<file path="src/radio_regs_pkg.sv">
// Package with offsets, field positions, reset values and types of the radio control registers
package radio_regs_pkg;

    // ==========================================================
    // Register offsets on the host register port
    localparam logic [5:0] WAKE_IRQ_ENABLE_ADDR = 6'h1C;
    localparam logic [5:0] WAKE_IRQ_STATUS_ADDR = 6'h1D;
    localparam logic [5:0] ANALOG_CONTROL_ADDR = 6'h20;
    localparam logic [5:0] SYNTH_CHANNEL_ADDR = 6'h21;
    localparam logic [5:0] CAL_REG0_ADDR = 6'h2E;
    localparam logic [5:0] CAL_REG1_ADDR = 6'h2F;
    localparam logic [5:0] MFG_ID_FIRST_ADDR = 6'h3C;
    localparam logic [5:0] MFG_ID_LAST_ADDR = 6'h3F;

    // ==========================================================
    // Field positions
    localparam int WAKE_ENABLE_BIT = 0;
    localparam int WAKE_PENDING_BIT = 0;
    localparam int CAL_UNLOCK_BIT = 6;
    localparam int MFG_READ_BIT = 5;
    localparam int AMP_ENABLE_BIT = 2;
    localparam int AMP_INVERT_BIT = 1;
    localparam int SOFT_RESET_BIT = 0;
    localparam int CHANNEL_WIDTH = 7;

    // ==========================================================
    // Values after reset
    localparam logic [7:0] WAKE_IRQ_ENABLE_RESET = 8'h00;
    localparam logic [7:0] WAKE_IRQ_STATUS_RESET = 8'h01;
    localparam logic [7:0] ANALOG_CONTROL_RESET = 8'h00;
    localparam logic [7:0] SYNTH_CHANNEL_RESET = 8'h00;
    localparam logic [7:0] CAL_REG0_RESET = 8'h00;
    localparam logic [7:0] CAL_REG1_RESET = 8'h00;

    // Writable bits of the analog control register (self-clearing bit excluded)
    localparam logic [7:0] ANALOG_CONTROL_MASK = 8'h66;

    // ==========================================================
    // Types
    typedef logic [7:0] byte_type;
    typedef logic [5:0] addr_type;

endpackage : radio_regs_pkg

</file>
<file path="src/cal_bus_if.sv">
// Interface between the register bank and the calibration register store
`timescale 1ns/100ps
interface cal_bus_if;
    import radio_regs_pkg::*;
    logic wr; // Unlocked write strobe
    logic sel; // Selects second calibration register
    byte_type wdata; // Write data
    byte_type rdata; // Registered read data
    logic clear; // Soft reset to defaults

    modport bank
    (
        output wr,
        output sel,
        output wdata,
        output clear,
        input rdata
    );

    modport store
    (
        input wr,
        input sel,
        input wdata,
        input clear,
        output rdata
    );
endinterface : cal_bus_if

</file>
<file path="src/cal_store.sv">
// Two-word calibration register store with registered read data
`timescale 1ns/100ps
module cal_store
(
    input wire logic clk,
    input wire logic nrst,
    input wire logic ce,
    cal_bus_if.store bus
);
    import radio_regs_pkg::*;

    // ==========================================================
    // Storage
    byte_type mem [2]; // Calibration words
    byte_type next_mem [2]; // Next words
    byte_type next_rdata; // Next read data

    // Write, soft clear and read selection
    always_comb
    begin
        next_mem = mem;
        if (bus.clear)
        begin
            next_mem[0] = CAL_REG0_RESET;
            next_mem[1] = CAL_REG1_RESET;
        end
        else if (bus.wr)
        begin
            next_mem[bus.sel] = bus.wdata;
        end
        next_rdata = mem[bus.sel];
    end

    // Register words and read data
    always_ff @(posedge clk or negedge nrst)
    begin
        if (!nrst)
        begin
            mem[0] <= CAL_REG0_RESET;
            mem[1] <= CAL_REG1_RESET;
            bus.rdata <= 8'h00;
        end
        else if (ce)
        begin
            mem <= next_mem;
            bus.rdata <= next_rdata;
        end
    end

endmodule : cal_store

</file>
<file path="src/radio_wake_analog_channel_regs.sv">
// Wake, analog control and channel registers of the radio transceiver
//
// Behaviour
// - Enabled wake source fires when powered up and ready
// - Wake condition sets the pending status bit
// - Status read clears pending; status ignores writes
// - Unlock bit gates writes to calibration registers
// - Manufacturing ID reads only while read bit set
// - Amplifier enable bit enables control pin
// - Invert bit selects amplifier pin polarity
// - Soft reset bit restores defaults, self-clears
// - Channel field sets synthesizer in 1 MHz steps
`timescale 1ns/100ps
module radio_wake_analog_channel_regs
(
    input wire logic clk,
    input wire logic nrst,
    input wire logic ce,
    input wire radio_regs_pkg::addr_type reg_addr,
    input wire radio_regs_pkg::byte_type reg_wdata,
    input wire logic reg_wr,
    input wire logic reg_rd,
    output radio_regs_pkg::byte_type reg_rdata,
    output logic reg_rvalid,
    input wire logic power_down_pin,
    input wire logic device_ready,
    input wire logic [31:0] mfg_id,
    input wire logic amp_tx_active,
    output logic mfg_id_power,
    output logic ext_amp_control_pin,
    output logic ext_amp_control_oe,
    output logic [6:0] synth_channel,
    output logic wake_irq
);
    import radio_regs_pkg::*;

    // ==========================================================
    // Address decoding
    function automatic logic is_cal_addr(input addr_type a);
        is_cal_addr = (a == CAL_REG0_ADDR) || (a == CAL_REG1_ADDR);
    endfunction : is_cal_addr

    function automatic logic is_mfg_addr(input addr_type a);
        is_mfg_addr = (a >= MFG_ID_FIRST_ADDR) && (a <= MFG_ID_LAST_ADDR);
    endfunction : is_mfg_addr

    // ==========================================================
    // Register state
    logic wake_enable; // Wake source enable
    logic wake_pending; // Wake interrupt pending
    byte_type analog_control; // Analog control, self-clearing bit kept zero
    logic [6:0] channel; // Synthesizer channel field
    logic ready_prev; // Previous powered-and-ready level
    logic next_wake_enable;
    logic next_wake_pending;
    byte_type next_analog_control;
    logic [6:0] next_channel;
    logic ready_now; // Powered up and ready for transactions
    logic wake_event; // One-cycle wake condition
    logic soft_reset; // Write of the reset bit
    logic amp_enable; // Amplifier pin enabled
    logic amp_invert; // Amplifier pin active low

    // Manufacturing ID bytes, lowest address holds the low byte
    byte_type mfg_byte [4];
    genvar gi;
    generate
        for (gi = 0; gi < 4; gi++)
        begin : g_mfg
            assign mfg_byte[gi] = mfg_id[8 * gi +: 8];
        end
    endgenerate

    cal_bus_if cal_bus ();

    // Calibration store
    cal_store u_cal_store
    (
        .clk(clk),
        .nrst(nrst),
        .ce(ce),
        .bus(cal_bus.store)
    );

    assign ready_now = !power_down_pin && device_ready;
    assign amp_enable = analog_control[AMP_ENABLE_BIT];
    assign amp_invert = analog_control[AMP_INVERT_BIT];
    assign soft_reset = reg_wr && (reg_addr == ANALOG_CONTROL_ADDR) && reg_wdata[SOFT_RESET_BIT];
    assign wake_event = ready_now && !ready_prev && wake_enable;

    // Calibration writes pass only while unlocked
    assign cal_bus.wr = reg_wr && is_cal_addr(reg_addr) && analog_control[CAL_UNLOCK_BIT];
    assign cal_bus.sel = (reg_addr == CAL_REG1_ADDR);
    assign cal_bus.wdata = reg_wdata;
    assign cal_bus.clear = soft_reset;

    // ==========================================================
    // Next register values
    always_comb
    begin
        next_wake_enable = wake_enable;
        next_wake_pending = wake_pending;
        next_analog_control = analog_control;
        next_channel = channel;
        if (soft_reset)
        begin
            // Device reset restores every default
            next_wake_enable = WAKE_IRQ_ENABLE_RESET[WAKE_ENABLE_BIT];
            next_wake_pending = WAKE_IRQ_STATUS_RESET[WAKE_PENDING_BIT];
            next_analog_control = ANALOG_CONTROL_RESET;
            next_channel = SYNTH_CHANNEL_RESET[6:0];
        end
        else
        begin
            if (reg_wr && (reg_addr == WAKE_IRQ_ENABLE_ADDR))
            begin
                next_wake_enable = reg_wdata[WAKE_ENABLE_BIT];
            end
            if (reg_wr && (reg_addr == ANALOG_CONTROL_ADDR))
            begin
                // Reset bit is never stored, so it reads back zero
                next_analog_control = reg_wdata & ANALOG_CONTROL_MASK;
            end
            if (reg_wr && (reg_addr == SYNTH_CHANNEL_ADDR))
            begin
                next_channel = reg_wdata[6:0];
            end
            // Status ignores writes; a read clears, a new event wins
            if (reg_rd && (reg_addr == WAKE_IRQ_STATUS_ADDR))
            begin
                next_wake_pending = 1'b0;
            end
            if (wake_event)
            begin
                next_wake_pending = 1'b1;
            end
        end
    end

    // Register the control state
    always_ff @(posedge clk or negedge nrst)
    begin
        if (!nrst)
        begin
            wake_enable <= WAKE_IRQ_ENABLE_RESET[WAKE_ENABLE_BIT];
            wake_pending <= WAKE_IRQ_STATUS_RESET[WAKE_PENDING_BIT];
            analog_control <= ANALOG_CONTROL_RESET;
            channel <= SYNTH_CHANNEL_RESET[6:0];
            // Edge detector starts high so a level already true after reset raises no event
            ready_prev <= 1'b1;
        end
        else if (ce)
        begin
            wake_enable <= next_wake_enable;
            wake_pending <= next_wake_pending;
            analog_control <= next_analog_control;
            channel <= next_channel;
            ready_prev <= ready_now;
        end
    end

    // ==========================================================
    // Read path: stage one picks local data, stage two adds the store
    byte_type rd_local; // Local read value
    logic rd_from_cal; // Answer comes from the store
    logic rd_busy; // Read in flight
    byte_type next_rd_local;
    logic next_rd_from_cal;
    logic next_rd_busy;
    byte_type next_reg_rdata;
    logic next_reg_rvalid;

    // Stage one decode
    always_comb
    begin
        next_rd_local = 8'h00;
        next_rd_from_cal = reg_rd && is_cal_addr(reg_addr);
        next_rd_busy = reg_rd;
        if (is_mfg_addr(reg_addr))
        begin
            // Manufacturing ID hidden unless the read bit is set
            next_rd_local = analog_control[MFG_READ_BIT] ? mfg_byte[reg_addr[1:0]] : 8'h00;
        end
        else
        begin
            case (reg_addr)
                WAKE_IRQ_ENABLE_ADDR: next_rd_local = {7'h00, wake_enable};
                WAKE_IRQ_STATUS_ADDR: next_rd_local = {7'h00, wake_pending};
                ANALOG_CONTROL_ADDR: next_rd_local = analog_control;
                SYNTH_CHANNEL_ADDR: next_rd_local = {1'b0, channel};
                default: next_rd_local = 8'h00; // Unmapped reads as zero
            endcase
        end
        next_reg_rdata = rd_from_cal ? cal_bus.rdata : rd_local;
        next_reg_rvalid = rd_busy;
    end

    // Register the read pipeline
    always_ff @(posedge clk or negedge nrst)
    begin
        if (!nrst)
        begin
            rd_local <= 8'h00;
            rd_from_cal <= 1'b0;
            rd_busy <= 1'b0;
            reg_rdata <= 8'h00;
            reg_rvalid <= 1'b0;
        end
        else if (ce)
        begin
            rd_local <= next_rd_local;
            rd_from_cal <= next_rd_from_cal;
            rd_busy <= next_rd_busy;
            reg_rdata <= next_reg_rdata;
            reg_rvalid <= next_reg_rvalid;
        end
    end

    // ==========================================================
    // Pin outputs
    logic next_pin;
    logic next_oe;
    logic next_irq;

    // Amplifier pin, its output enable and wake interrupt
    always_comb
    begin
        // A disabled pin rests low so the external amplifier stays off
        next_oe = amp_enable;
        next_pin = amp_enable ? (amp_tx_active ^ amp_invert) : 1'b0;
        next_irq = wake_pending && wake_enable;
    end

    // Register the pins
    always_ff @(posedge clk or negedge nrst)
    begin
        if (!nrst)
        begin
            ext_amp_control_pin <= 1'b0;
            ext_amp_control_oe <= 1'b0;
            synth_channel <= SYNTH_CHANNEL_RESET[6:0];
            wake_irq <= 1'b0;
            mfg_id_power <= 1'b0;
        end
        else if (ce)
        begin
            ext_amp_control_pin <= next_pin;
            ext_amp_control_oe <= next_oe;
            synth_channel <= channel;
            wake_irq <= next_irq;
            mfg_id_power <= analog_control[MFG_READ_BIT];
        end
    end
endmodule : radio_wake_analog_channel_regs

</file>
<file path="config.mk">
export PLATFORM = sky130hd
export DESIGN_NAME = radio_wake_analog_channel_regs
export DESIGN_NICKNAME = d
export VERILOG_FILES = /design/src/radio_regs_pkg.sv /design/src/cal_bus_if.sv /design/src/cal_store.sv /design/src/radio_wake_analog_channel_regs.sv
export SDC_FILE = /design/constraint.sdc
export NUM_CORES = 1
export LEC_CHECK = 0
export BUFFER_PORTS_ARGS = -buffer_cell sky130_fd_sc_hd__buf_2
export CORE_MARGIN = 5
export CORE_UTILIZATION = 54
export DETAILED_ROUTE_END_ITERATION = 12
export GPL_TIMING_DRIVEN = 1
export PLACE_DENSITY = 0.78
export SETUP_SLACK_MARGIN = 0.3
export SYNTH_ARGS = -nofsm -noshare
export SYNTH_HDL_FRONTEND = slang
export SYNTH_SLANG_ARGS = --single-unit
</file>
<file path="constraint.sdc">
create_clock -name clk -period 1.47 [get_ports clk]
set_input_delay 0.0735 -clock clk [delete_from_list [all_inputs] [get_ports clk]]
set_output_delay 0.0735 -clock clk [all_outputs]
set_load 0.1 [all_outputs]
</file>
---- Word level (Yosys, flattened, before mapping) ----
Cells that the tools add are included.
operators by class
  reduce and logical (&&, ||, !) cells .... 27
  order comparisons ....................... 5
  eq/ne operators ......................... 6
  mux-type cells .......................... 25
  bitwise operators ....................... 3
operators by type and width
  cell                  count
  $mux W8               11
  $mux W16              2
  $pmux W8 S4           1
  $eq A6 B6 Y1 const B  4
  $bmux W8 S2           1
  $bwmux W16            1
  $logic_and A1 B1 Y1   14
  $mux W7               2
  $eq A6 B5 Y1 const B  2
  $reduce_and A2 Y1     5
  $demux W8 S1          1
  $reduce_bool A2 Y1    4
  $ge A6 B6 Y1 const B  1
  $le A6 B6 Y1 const B  1
  $mux W1               6
  $ge A3 B3 Y1 const B  1
  $not A2 Y3            1
  $reduce_bool A3 Y1    1
  $ge A2 B2 Y1 const B  1
  $logic_not A1 Y1      2
  $lt A2 B1 Y1 const B  1
  $not A1 Y2            1
  $logic_or A1 B1 Y1    1
  $xor A1 B1 Y1         1
word-level totals
  register bits ........................... 72
  input bits .............................. 54
  logic and storage cells ................. 84
  output and inout bits ................... 20

---- Longest topological paths before layout ----
Gate-level depths: netlist of run 1.
  depth in word-level cells ............... 9
  gate-level depth with buffers ........... 5
  depth with buffers taken out ............ 4

---- Modules after synthesis ----
Synthesis of run 1 repeated with hierarchy kept, for this count alone.
second synthesis, totals
  cell total of the unflattened synthesis .. 313
  area total of the unflattened synthesis .. 3505.9 µm²
by module, submodules not included
  module                          seq. area each (µm²)  cells an instance  area an instance (µm²)  instances
  radio_wake_analog_channel_regs  1103.6                185                2199.6                  1
  cal_store                       600.6                 128                1306.3                  1

---- Worst setup path after synthesis of run 1 ----
Ideal clock, no wire load.
  kind .................................... input -> register
  start point ............................. input port reg_addr[4]
  end point ............................... register channel[1]
  library setup time ...................... 125 ps
  buffers on the path ..................... 0
  arrival time ............................ 1313 ps
  stages on the path ...................... 4
  required time ........................... 1345 ps
  setup slack ............................. 33 ps
  path through ............................ nor4b_4 -> nand2_1 -> nor3_4 -> mux2_2
on the way
  longest elaborated chain between the ends .. 5
  elaborated cells between the ends (all ways) .. 8
  those cells by class .................... eq/ne: 2; mux: 1; reduce/logical: 5
RTL lines
  element                              line                                   RTL
  start, declared                      radio_wake_analog_channel_regs.sv:19   input wire radio_regs_pkg::addr_type reg_addr,
  $eq A6 B6 Y1                         radio_wake_analog_channel_regs.sv:88   assign soft_reset = reg_wr && (reg_addr == ANALOG_CONTROL_ADDR) && reg_wdata[SOFT_RESET_BIT];
  $logic_and A1 B1 Y1 (2 in a row)     radio_wake_analog_channel_regs.sv:88
  $reduce_bool A2 Y1 (no source line)  --
  $reduce_and A2 Y1 (no source line)   --
  end signal, assigned                 radio_wake_analog_channel_regs.sv:148  channel <= SYNTH_CHANNEL_RESET[6:0];
  end signal, assigned                 radio_wake_analog_channel_regs.sv:157  channel <= next_channel;
  end, declared                        radio_wake_analog_channel_regs.sv:52   logic [6:0] channel;
Several ways; a longest one is shown, not always the timed one.
A chain may end at the register's enable or synchronous reset.

---- Final worst setup path of run 1 ----
  start point ............................. register analog_control[6]
  end point ............................... register u_cal_store.mem[6] (netlist name)
on the way
  longest elaborated chain between the ends .. 3
RTL lines
  element                              line                                   RTL
  start, declared                      radio_wake_analog_channel_regs.sv:51   byte_type analog_control;
  start signal, assigned               radio_wake_analog_channel_regs.sv:156  analog_control <= next_analog_control;
  $logic_and A1 B1 Y1                  radio_wake_analog_channel_regs.sv:92   assign cal_bus.wr = reg_wr && is_cal_addr(reg_addr) && analog_control[CAL_UNLOCK_BIT];
  $reduce_bool A2 Y1 (no source line)  --
  $reduce_and A2 Y1 (no source line)   --
  end signal, assigned                 cal_store.sv:45                        mem <= next_mem;
  end, declared                        cal_store.sv:14                        byte_type mem [2];
No other way between the ends.

==> results of run 1 <==
## worst max path at each step
stage / slack [ns] / cells past startpoint / to / from
6_report: 0.14 / 3 / u_cal_store.mem[6]$_DFFE_PN0P_ / analog_control[6]$_DFFE_PN0P_
5_1_grt: 0.12 / 3 / u_cal_store.mem[6]$_DFFE_PN0P_ / analog_control[6]$_DFFE_PN0P_
4_1_cts: 0.17 / 3 / u_cal_store.mem[5]$_DFFE_PN0P_ / analog_control[6]$_DFFE_PN0P_
3_5_place_dp: -0.20 / 5 / u_cal_store.mem[6]$_DFFE_PN0P_ / reg_addr[4]
3_3_place_gp: -0.12 / 5 / u_cal_store.mem[7]$_DFFE_PN0P_ / reg_addr[4]
2_1_floorplan: 0.08 / 4 / u_cal_store.mem[10]$_DFFE_PN0P_ / reg_addr[4]
## layout make-up
cell class / instances / area [sq um] / area share (%)
flip-flops and latches: 68 / 1730 / 39.3
multi-input cells: 172 / 1470 / 33.4
repair buffers: 119 / 833 / 18.9
clock buffers: 9 / 124 / 2.81
clock inverters: 7 / 98.8 / 2.24
well taps: 75 / 93.8 / 2.13
inverters: 14 / 52.6 / 1.19
## per-stage QoR
step	setup TNS, ns	hold slack (ns)	instances	total power, uW	instance area, sq um
final	0	0.0382	464	4960	4410
after global routing	0	0.0155	464	5170	4410
after CTS	0	0.0187	459	4970	4310
after detailed placement	-3.91	-0.0176	429	3200	3860
after global placement	-2.33	-0.0222	429	3170	3860
after floorplan	0	-0.222	270	2900	3250
## power groups by stage
stage / Clock, uW / Combinational (uW) / Sequential, uW
2_1_floorplan: 0 / 288 / 2610
3_3_place_gp: 0 / 1010 / 2160
3_5_place_dp: 0 / 1020 / 2170
4_1_cts: 1730 / 1100 / 2140
5_1_grt: 1810 / 1190 / 2160
6_report: 1700 / 1120 / 2140
## cells by family after synthesis
logic type | Yosys count | synth area share [%]
xor+xnor | 1 | 0.272
flops | 68 | 52.9
mux | 56 | 21.5
buf+inv | 30 | 3.61
compound gates | 52 | 11.0
simple gates | 63 | 10.6
## critical path, delay by kind of cell, from the launching register on
family | cells | cell delay (ns)
AO/OA/AOI/OAI | 2 | 0.68
flip-flops | 1 | 0.42
AND/OR/NAND/NOR | 1 | 0.12
## Yosys cell counts, types with 3 or more instances
cell type	n
a22oi_1	4
and2_1	6
o21ai_0	6
a21oi_1	21
inv_1	14
mux2i_1	23
clkbuf_1	12
nand3_1	9
nand2_1	10
nor2b_1	4
buf_2	3
a22o_1	9
nor2_1	24
dfrtp_1	66
mux2_2	25
mux4_2	8
## registers in the layout, indices dropped and copies added, names as in the netlist, 4 cells and up
signal and cells:
reg_rdata 8, analog_control 4, u_cal_store.mem 16, u_cal_store.bus.rdata 8, rd_local 8, synth_channel 7
channel 7
## layer usage
| layer | vias to the layer above | wire length (microns) | GRT usage [%] |
|---|---|---|---|
| met5 | - | 0 | 0 |
| met4 | 0 | 203 | 9.90 |
| met3 | 23 | 607 | 4.92 |
| met2 | 94 | 4210 | 37.1 |
| met1 | 1285 | 3290 | 30.0 |
| li1 | 1213 | - | - |
## placed cells by master (no fill, tap or decap), types with 2 or more instances in the layout
cell type	synthesis	routed
dfstp_2	2	2
o22ai_1	2	2
inv_1	14	14
nand3_1	9	8
a22oi_1	4	2
dfrtp_1	66	45
a22o_1	9	9
nor2_1	24	23
clkinv_4	0	2
mux2i_1	23	23
o21ai_0	6	6
and2_1	6	6
buf_2	3	53
a22oi_2	0	2
mux2_4	0	8
buf_12	0	2
mux4_2	8	8
nor2b_1	4	3
clkbuf_8	0	9
a21oi_1	21	21
buf_4	0	49
nand4b_1	2	2
a32oi_1	2	2
mux2_2	25	17
buf_6	0	4
dlygate4sd3_1	0	10
dfrtp_2	0	21
bufinv_16	0	2
nand2_1	10	9
## timing repair
action | in CTS | in global routing
hold buffers | 10 | 0
hold endpoints to repair | 77 | 0
setup buffers | 4 | 5
endpoints found under the setup margin | 46 | 31
resized for setup | 29 | 15
pin swaps | 6 | 3
==> results.txt, run 1 <==
* Run status: complete, no violations
- In this run the worst path has a maximum fanout of 8.
- Detailed router's first-iteration violation count: 218
* Most frequently used flop master after synthesis: dfrtp_1
* Peak per-stage delay on the critical path: 0.45 ns
* Critical Path Start Type: flop
- Share of total power in combinational logic: between 20% and 30%
- For this run, the number of Yosys warnings is 0.
- Cell area after technology mapping: 0.00322 sq mm
* Number of DRC violations after detailed routing: 0
- When the netlist entered floorplanning its net count stood at 324.
* Part of the power in registers: a little over two fifths
- CP cell instances: nand3_4, a221o_2, a22o_1
- The routed design has 8.31 mm of wire.
- Internal portion of total power: ~3400 uW
* Share of power burned in the clock network: 34.2%
- Per-cell routed wire length: 17.9 microns
* Top area cells in the synthesized netlist: dfrtp_1 (51%), mux2_2 (8.7%), mux2i_1 (7.2%)
- Number of placed I/O pins: 74
* Relative slew margins: 72.9%
- Clock insertion delay at the later pin of the skew report: 0.34 ns
- Buffers inserted during clock tree synthesis total 9.
- Clock Pin Slew Worst Setup and Hold Paths: 0.08 ns
- GRT Resource Usage Total: 23.0%
* Number of setup violations in the final report: 0
- Clock Root Buffer: clkbuf_8
- Counting flops with a built-in enable in the synthesized netlist gives 0.
- Row count: 28
- Startpoint of the lowest-slack register-to-register path: analog_control[6]$_DFFE_PN0P_
- Clock tree from TritonCTS: done
- Worst setup timing slack at the placement stage: -0.204 ns
* Switching share of total power: approximately a third
- Across the VDD grid, the largest voltage drop is 1020 uV.
* Class of the most critical hold timing path: input port to flop
* Number of distinct standard cells referenced by the synthesized netlist: 38
- Yosys reg bits: 68
* Half-perimeter wire length after detailed placement: 5.77 mm
- RSZ-0062 raised after global routing: true
- Category of the worst setup path capture point: flop
* Number of antenna violations at the first check in global routing: 0
- The final max-slew violation count is 0.
* Fin worst setup slack: ~0.14 ns
- The final number of hold-violating endpoints came to 0.
* Proportion of synthesized flip-flops having asynchronous set or reset: 100%
- For this design the total switching power over the nets is 1590 uW.
* Area Overhead vs Synth: 36.9%
- In this run the number of H-tree levels came out at 3.
- The final critical path takes up 90.6% of the cycle.
- Total via count in the routed design: 2615
- The clock arrives with 0.00577 ns of skew.
* Area inside the core boundary: 0.00585 sq mm
- The slowest stage of the critical path belongs to the cell a221o_2.
- Data required time of the worst path: 1.70 ns
* Max-capacitance violation count: 0
* Fraction of final layout cells sized beyond drive strength 1: 49.6%
- Summed over all instances, the cell type with the most area after synthesis is dfrtp_1.
- Capture instance of the worst register-to-register path: u_cal_store.mem[6]$_DFFE_PN0P_
- Data arrival time at the worst-slack endpoint: 1.56 ns
- Summed over all layers, the global routing overflow is 0.
* Post-Synthesis Cells: 270
- For this run, the detailed router's first-pass iteration total came to 4.
- The routed design could run at a clock period as short as 1.33 ns.
* Flop-to-flop setup slack: 0.14 ns
- Crit Path Class: flop to flop
- First-pass GRT wire length: between 10 and 15 mm
- The initial utilization of the core area, before any placement, comes to between 50% and 60%.
* Maximum number of buffers from clock root to sink: 2
* Number of clock sinks: 68
* Drt via density: 5.64
- Buffers placed on the I/O ports in this run total 73.
- The die is 87.2 microns wide.
- Routability congestion estimate: between 0.8 and 0.9
- Height of the die: between 80 and 90 microns
- The final layout contains 438 nets.
- Portion of synthesized cell area occupied by the leading cell type: 51.3%
- Reported leakage power: 0.00206 uW
- At the pin with the least slew margin, the transition time is 0.404 ns.
* Finished Core Util: 75.3%
- The die covers 0.00761 sq mm.
- The via count of the first global-routing pass is 2726.
* Layout filler cell count: about 380
- After synthesis, the mean cell area works out to 11.9 sq um.
- Counting instances, the worst hold path has a depth of 2.
* Sequential area share after synthesis: between 50 and 60%
- Dividing total power by cell area gives a power density of 1130 mW/mm^2.
- Number of nets still failing antenna checks after routing: 0
* Capture endpoint of the worst hold path: next_reg_rvalid$_DFFE_PN0P_
- The worst hold path begins at reg_rd.
* Worst r2r path cells: 3
- Pin count of the biggest net entering global routing: 58
- Antenna diode instance count: 0
- Derived from the worst setup path, the maximum achievable clock frequency is 750 MHz.
Note: power is estimated with default switching activity, not from simulation.
==> run 2: changes to the inputs <==
Settings changed: BUFFER_PORTS_ARGS -buffer_cell sky130_fd_sc_hd__buf_2 to not set, CORE_UTILIZATION 54 to 63, CTS_CLUSTER_SIZE set to 14, DONT_BUFFER_PORTS set to 1, PLACE_DENSITY 0.78 to 0.77.
==> run 2 against run 1 <==
  * The flow now finishes with violations (negative hold slack)
  * Power increased by 0.63%
  * Final area decreased by 11%
  * Sequential power about the same
  * Critical path type unchanged
  * Highest routed layer unchanged
  * Largest power group unchanged
==> results.txt, run 2 (synthesis results as in run 1) <==
* Number of nets still failing antenna checks after routing: 0 (unchanged)
- Clock insertion delay at the later pin of the skew report: 0.34 ns (about the same)
* Total via count in the routed design: 2353 (was 2615)
- The flip-flop count of the largest register after layout was 16 (unchanged).
- Per-cell routed wire length: 20.6 microns (was 17.9 microns)
* Final cell area excluding filler cells: 0.00393 sq mm (was 0.00441 sq mm)
* Biggest fanout along the worst timing path: 5 (was 8)
- Maximum number of buffers from clock root to sink: 2 (unchanged)
- The category of the critical setup timing path was flop to flop (unchanged).
- First-pass GRT wire length: 12.4 mm (was 13.3 mm)
* Relative slew margins: 67.8% (was 72.9%)
- The routability-driven placement congestion ratio is 0.825 (was 0.827).
- The layout net count came to 360 (was 438).
- The clock tree from TritonCTS is done (unchanged).
* Instance area after placement: 0.00346 sq mm (was 0.00386 sq mm)
* PortBufs: 0 (was 73)
- The total length of routed met3 wires was 735 microns (was 607 microns).
- Most frequent cells in the layout: dfrtp_1 (46), buf_4 (25), mux2i_1 (23), nor2_1 (23), a21oi_1 (21) (was buf_2 (53), buf_4 (49), dfrtp_1 (45))
- The maximum ir drop on the vdd rail was 1340 uV (was 1020 uV).
* Final hold violation count: 109 (was 0)
* Number of levels the H-tree was split into: 3 (unchanged)
* Row count: 26 (was 28)
- Worst setup timing slack at the placement stage: -0.00813 ns (was -0.204 ns)
- The maximum number of pins on one net before global-route repair was 74 (was 58).
* Number of DRC violations after detailed routing: 0 (unchanged)
- The slew of the pin with the lowest slew margin was 0.483 ns (was 0.404 ns).
- The die extent in y was 81.5 microns (was 87.2 microns).
* Max-capacitance violation count: 0 (unchanged)
* Number of pins with negative max-slew slack in the final report: 0 (unchanged)
* Data required time of the worst path: 1.69 ns (was 1.70 ns)
* Half-perimeter wire length after detailed placement: 5.03 mm (was 5.77 mm)
- Fraction of final layout cells sized beyond drive strength 1: 35.0% (was 49.6%)
- Data arrival time at the worst-slack endpoint: 1.53 ns (was 1.56 ns)
* Skew final: 0.00883 ns (was 0.00577 ns)
- The wire length on met2 was 3.71 mm (was 4.21 mm).
- Post-layout min period: 1.30 ns (was 1.33 ns)
* Die Wd: 81.5 microns (was 87.2 microns)
- The share of the clock period used by the worst path after layout is 88.8% (was 90.6%).
* Initial Util: 63.8% (was 55.0%)
- Clock Pin Slew Worst Setup and Hold Paths: 0.07 ns (was 0.08 ns)
* Peak clock frequency supported by timing: 766 MHz (was 750 MHz)
- Class of the most critical hold timing path: input port to asynchronous set/reset pin (was input port to flop)
* Number of buffers added by the clock tree synthesis step: 9 (unchanged)
* Number of clock sinks: 68 (unchanged)
- The length of the first detailed-routing pass in iterations is 4 (unchanged).
* Fin worst setup slack: 0.165 ns (was 0.138 ns)
- The initial antenna violation count came to 0 (unchanged).
* Total power density per cell area: 1270 mW/mm^2 (was 1130 mW/mm^2)
- GRT Resource Usage Total: 25.5% (was 23.0%)
* Number of setup violations in the final report: 0 (unchanged)
* Category of the worst setup path capture point: flop (unchanged)
* Leading cell type in the layout, fill and taps excluded: dfrtp_1 (was buf_2)
- The register bank with the most flops is u_cal_store.mem (unchanged).
* Die Outline Area: 0.00664 sq mm (was 0.00761 sq mm)
- The kind of start point of the critical path was a flop (unchanged).
* Run status: complete, but fails checks (was complete, no violations)
* Routed length on met1: 3.23 mm (was 3.29 mm)
- Smallest hold slack: -0.581 ns (was 0.0382 ns)
* Violated checks: negative hold slack
* Reported leakage power: 0.00173 uW (was 0.00206 uW)
- Layout filler cell count: 307 (was 384)
* Detailed router's first-iteration violation count: 186 (was 218)
- The post-detailed-route via-to-cell ratio came to 6.18 (was 5.64).
- Area Overhead vs Synth: 22.2% (was 36.9%)
* Flop-to-flop setup slack: 0.17 ns (was 0.14 ns)
- Uppermost layer routed: met4 (unchanged)
* RSZ-0062 raised after global routing: true (unchanged)
- The antenna diode count is 0 (unchanged).
- The routed wire length came to 7.84 mm (was 8.31 mm).
- Clock Root Buffer: clkbuf_8 (unchanged)
* Remaining global-route overflow: 0 (unchanged)
- The via count of the first global-routing pass was 2398 (was 2726).
* Area inside the core boundary: 0.00504 sq mm (was 0.00585 sq mm)
* Number of placed I/O pins: 74 (unchanged)
-- run 2: worst paths after layout --
path                                                        to                      startpoint  cells past startpoint
worst max-delay path            u_cal_store.mem[9]$_DFFE_PN0P_   analog_control[6]$_DFFE_PN0P_                      4
worst min register to register  u_cal_store.mem[5]$_DFFE_PN0P_  u_cal_store.mem[5]$_DFFE_PN0P_                      1
min in group clk                      reg_rdata[4]$_DFFE_PN0P_                              ce                      1
worst min-delay path                    reg_rvalid$_DFFE_PN0P_                            nrst                      0
worst max register to register  u_cal_store.mem[9]$_DFFE_PN0P_   analog_control[6]$_DFFE_PN0P_                      4
max in group asynchronous             wake_pending$_DFFE_PN1P_                            nrst                      0
-- run 2: final cells by class --
type	instances	area (sq um)	share of cell area (%)
Clock buffer	11	151	3.85
Multi-Input combinational cell	172	1450	36.7
Sequential cell	68	1730	44.0
Tap cell	70	87.6	2.23
Inverter	14	52.6	1.34
Timing Repair Buffer	41	360	9.16
Clock inverter	5	106	2.70
-- run 2: report_power, final --
part / internal (uW) / leakage [uW] / switching (uW)
logic: 288 / 0.000793 / 628
clock network: 1230 / 0.000126 / 708
registers: 2040 / 0.000811 / 106
-- run 2: critical path, stage by stage (launching register included) --
cell	delay [ns]
dfrtp_1	0.41
nand3_4	0.11
a21oi_4	0.21
buf_12	0.15
mux2_4	0.30
-- run 2: metal layers --
layer / track usage, % / up-vias
met5: 0 / -
met4: 11.7 / 0
met3: 7.02 / 14
met2: 38.4 / 110
met1: 34.6 / 1176
li1: - / 1053
-- run 2: repair_timing --
item	in CTS	in global routing
setup buffers	2	1
setup endpoints to repair	16	19
hold buffers	12	1
hold endpoints to repair	123	110
pin swaps	3	7
gates resized for setup	8	5
-- run 2: stage by stage --
step / setup TNS (ns) / util, % / power [uW] / instances
floorplan: 0 / - / 2900 / 270
global route: 0 / 78.0 / 5180 / 381
detailed placement: -0.0234 / 68.6 / 3030 / 349
CTS: 0 / 76.9 / 5000 / 379
finish: 0 / 78.0 / 5000 / 381
global placement: 0 / 68.6 / 3010 / 349
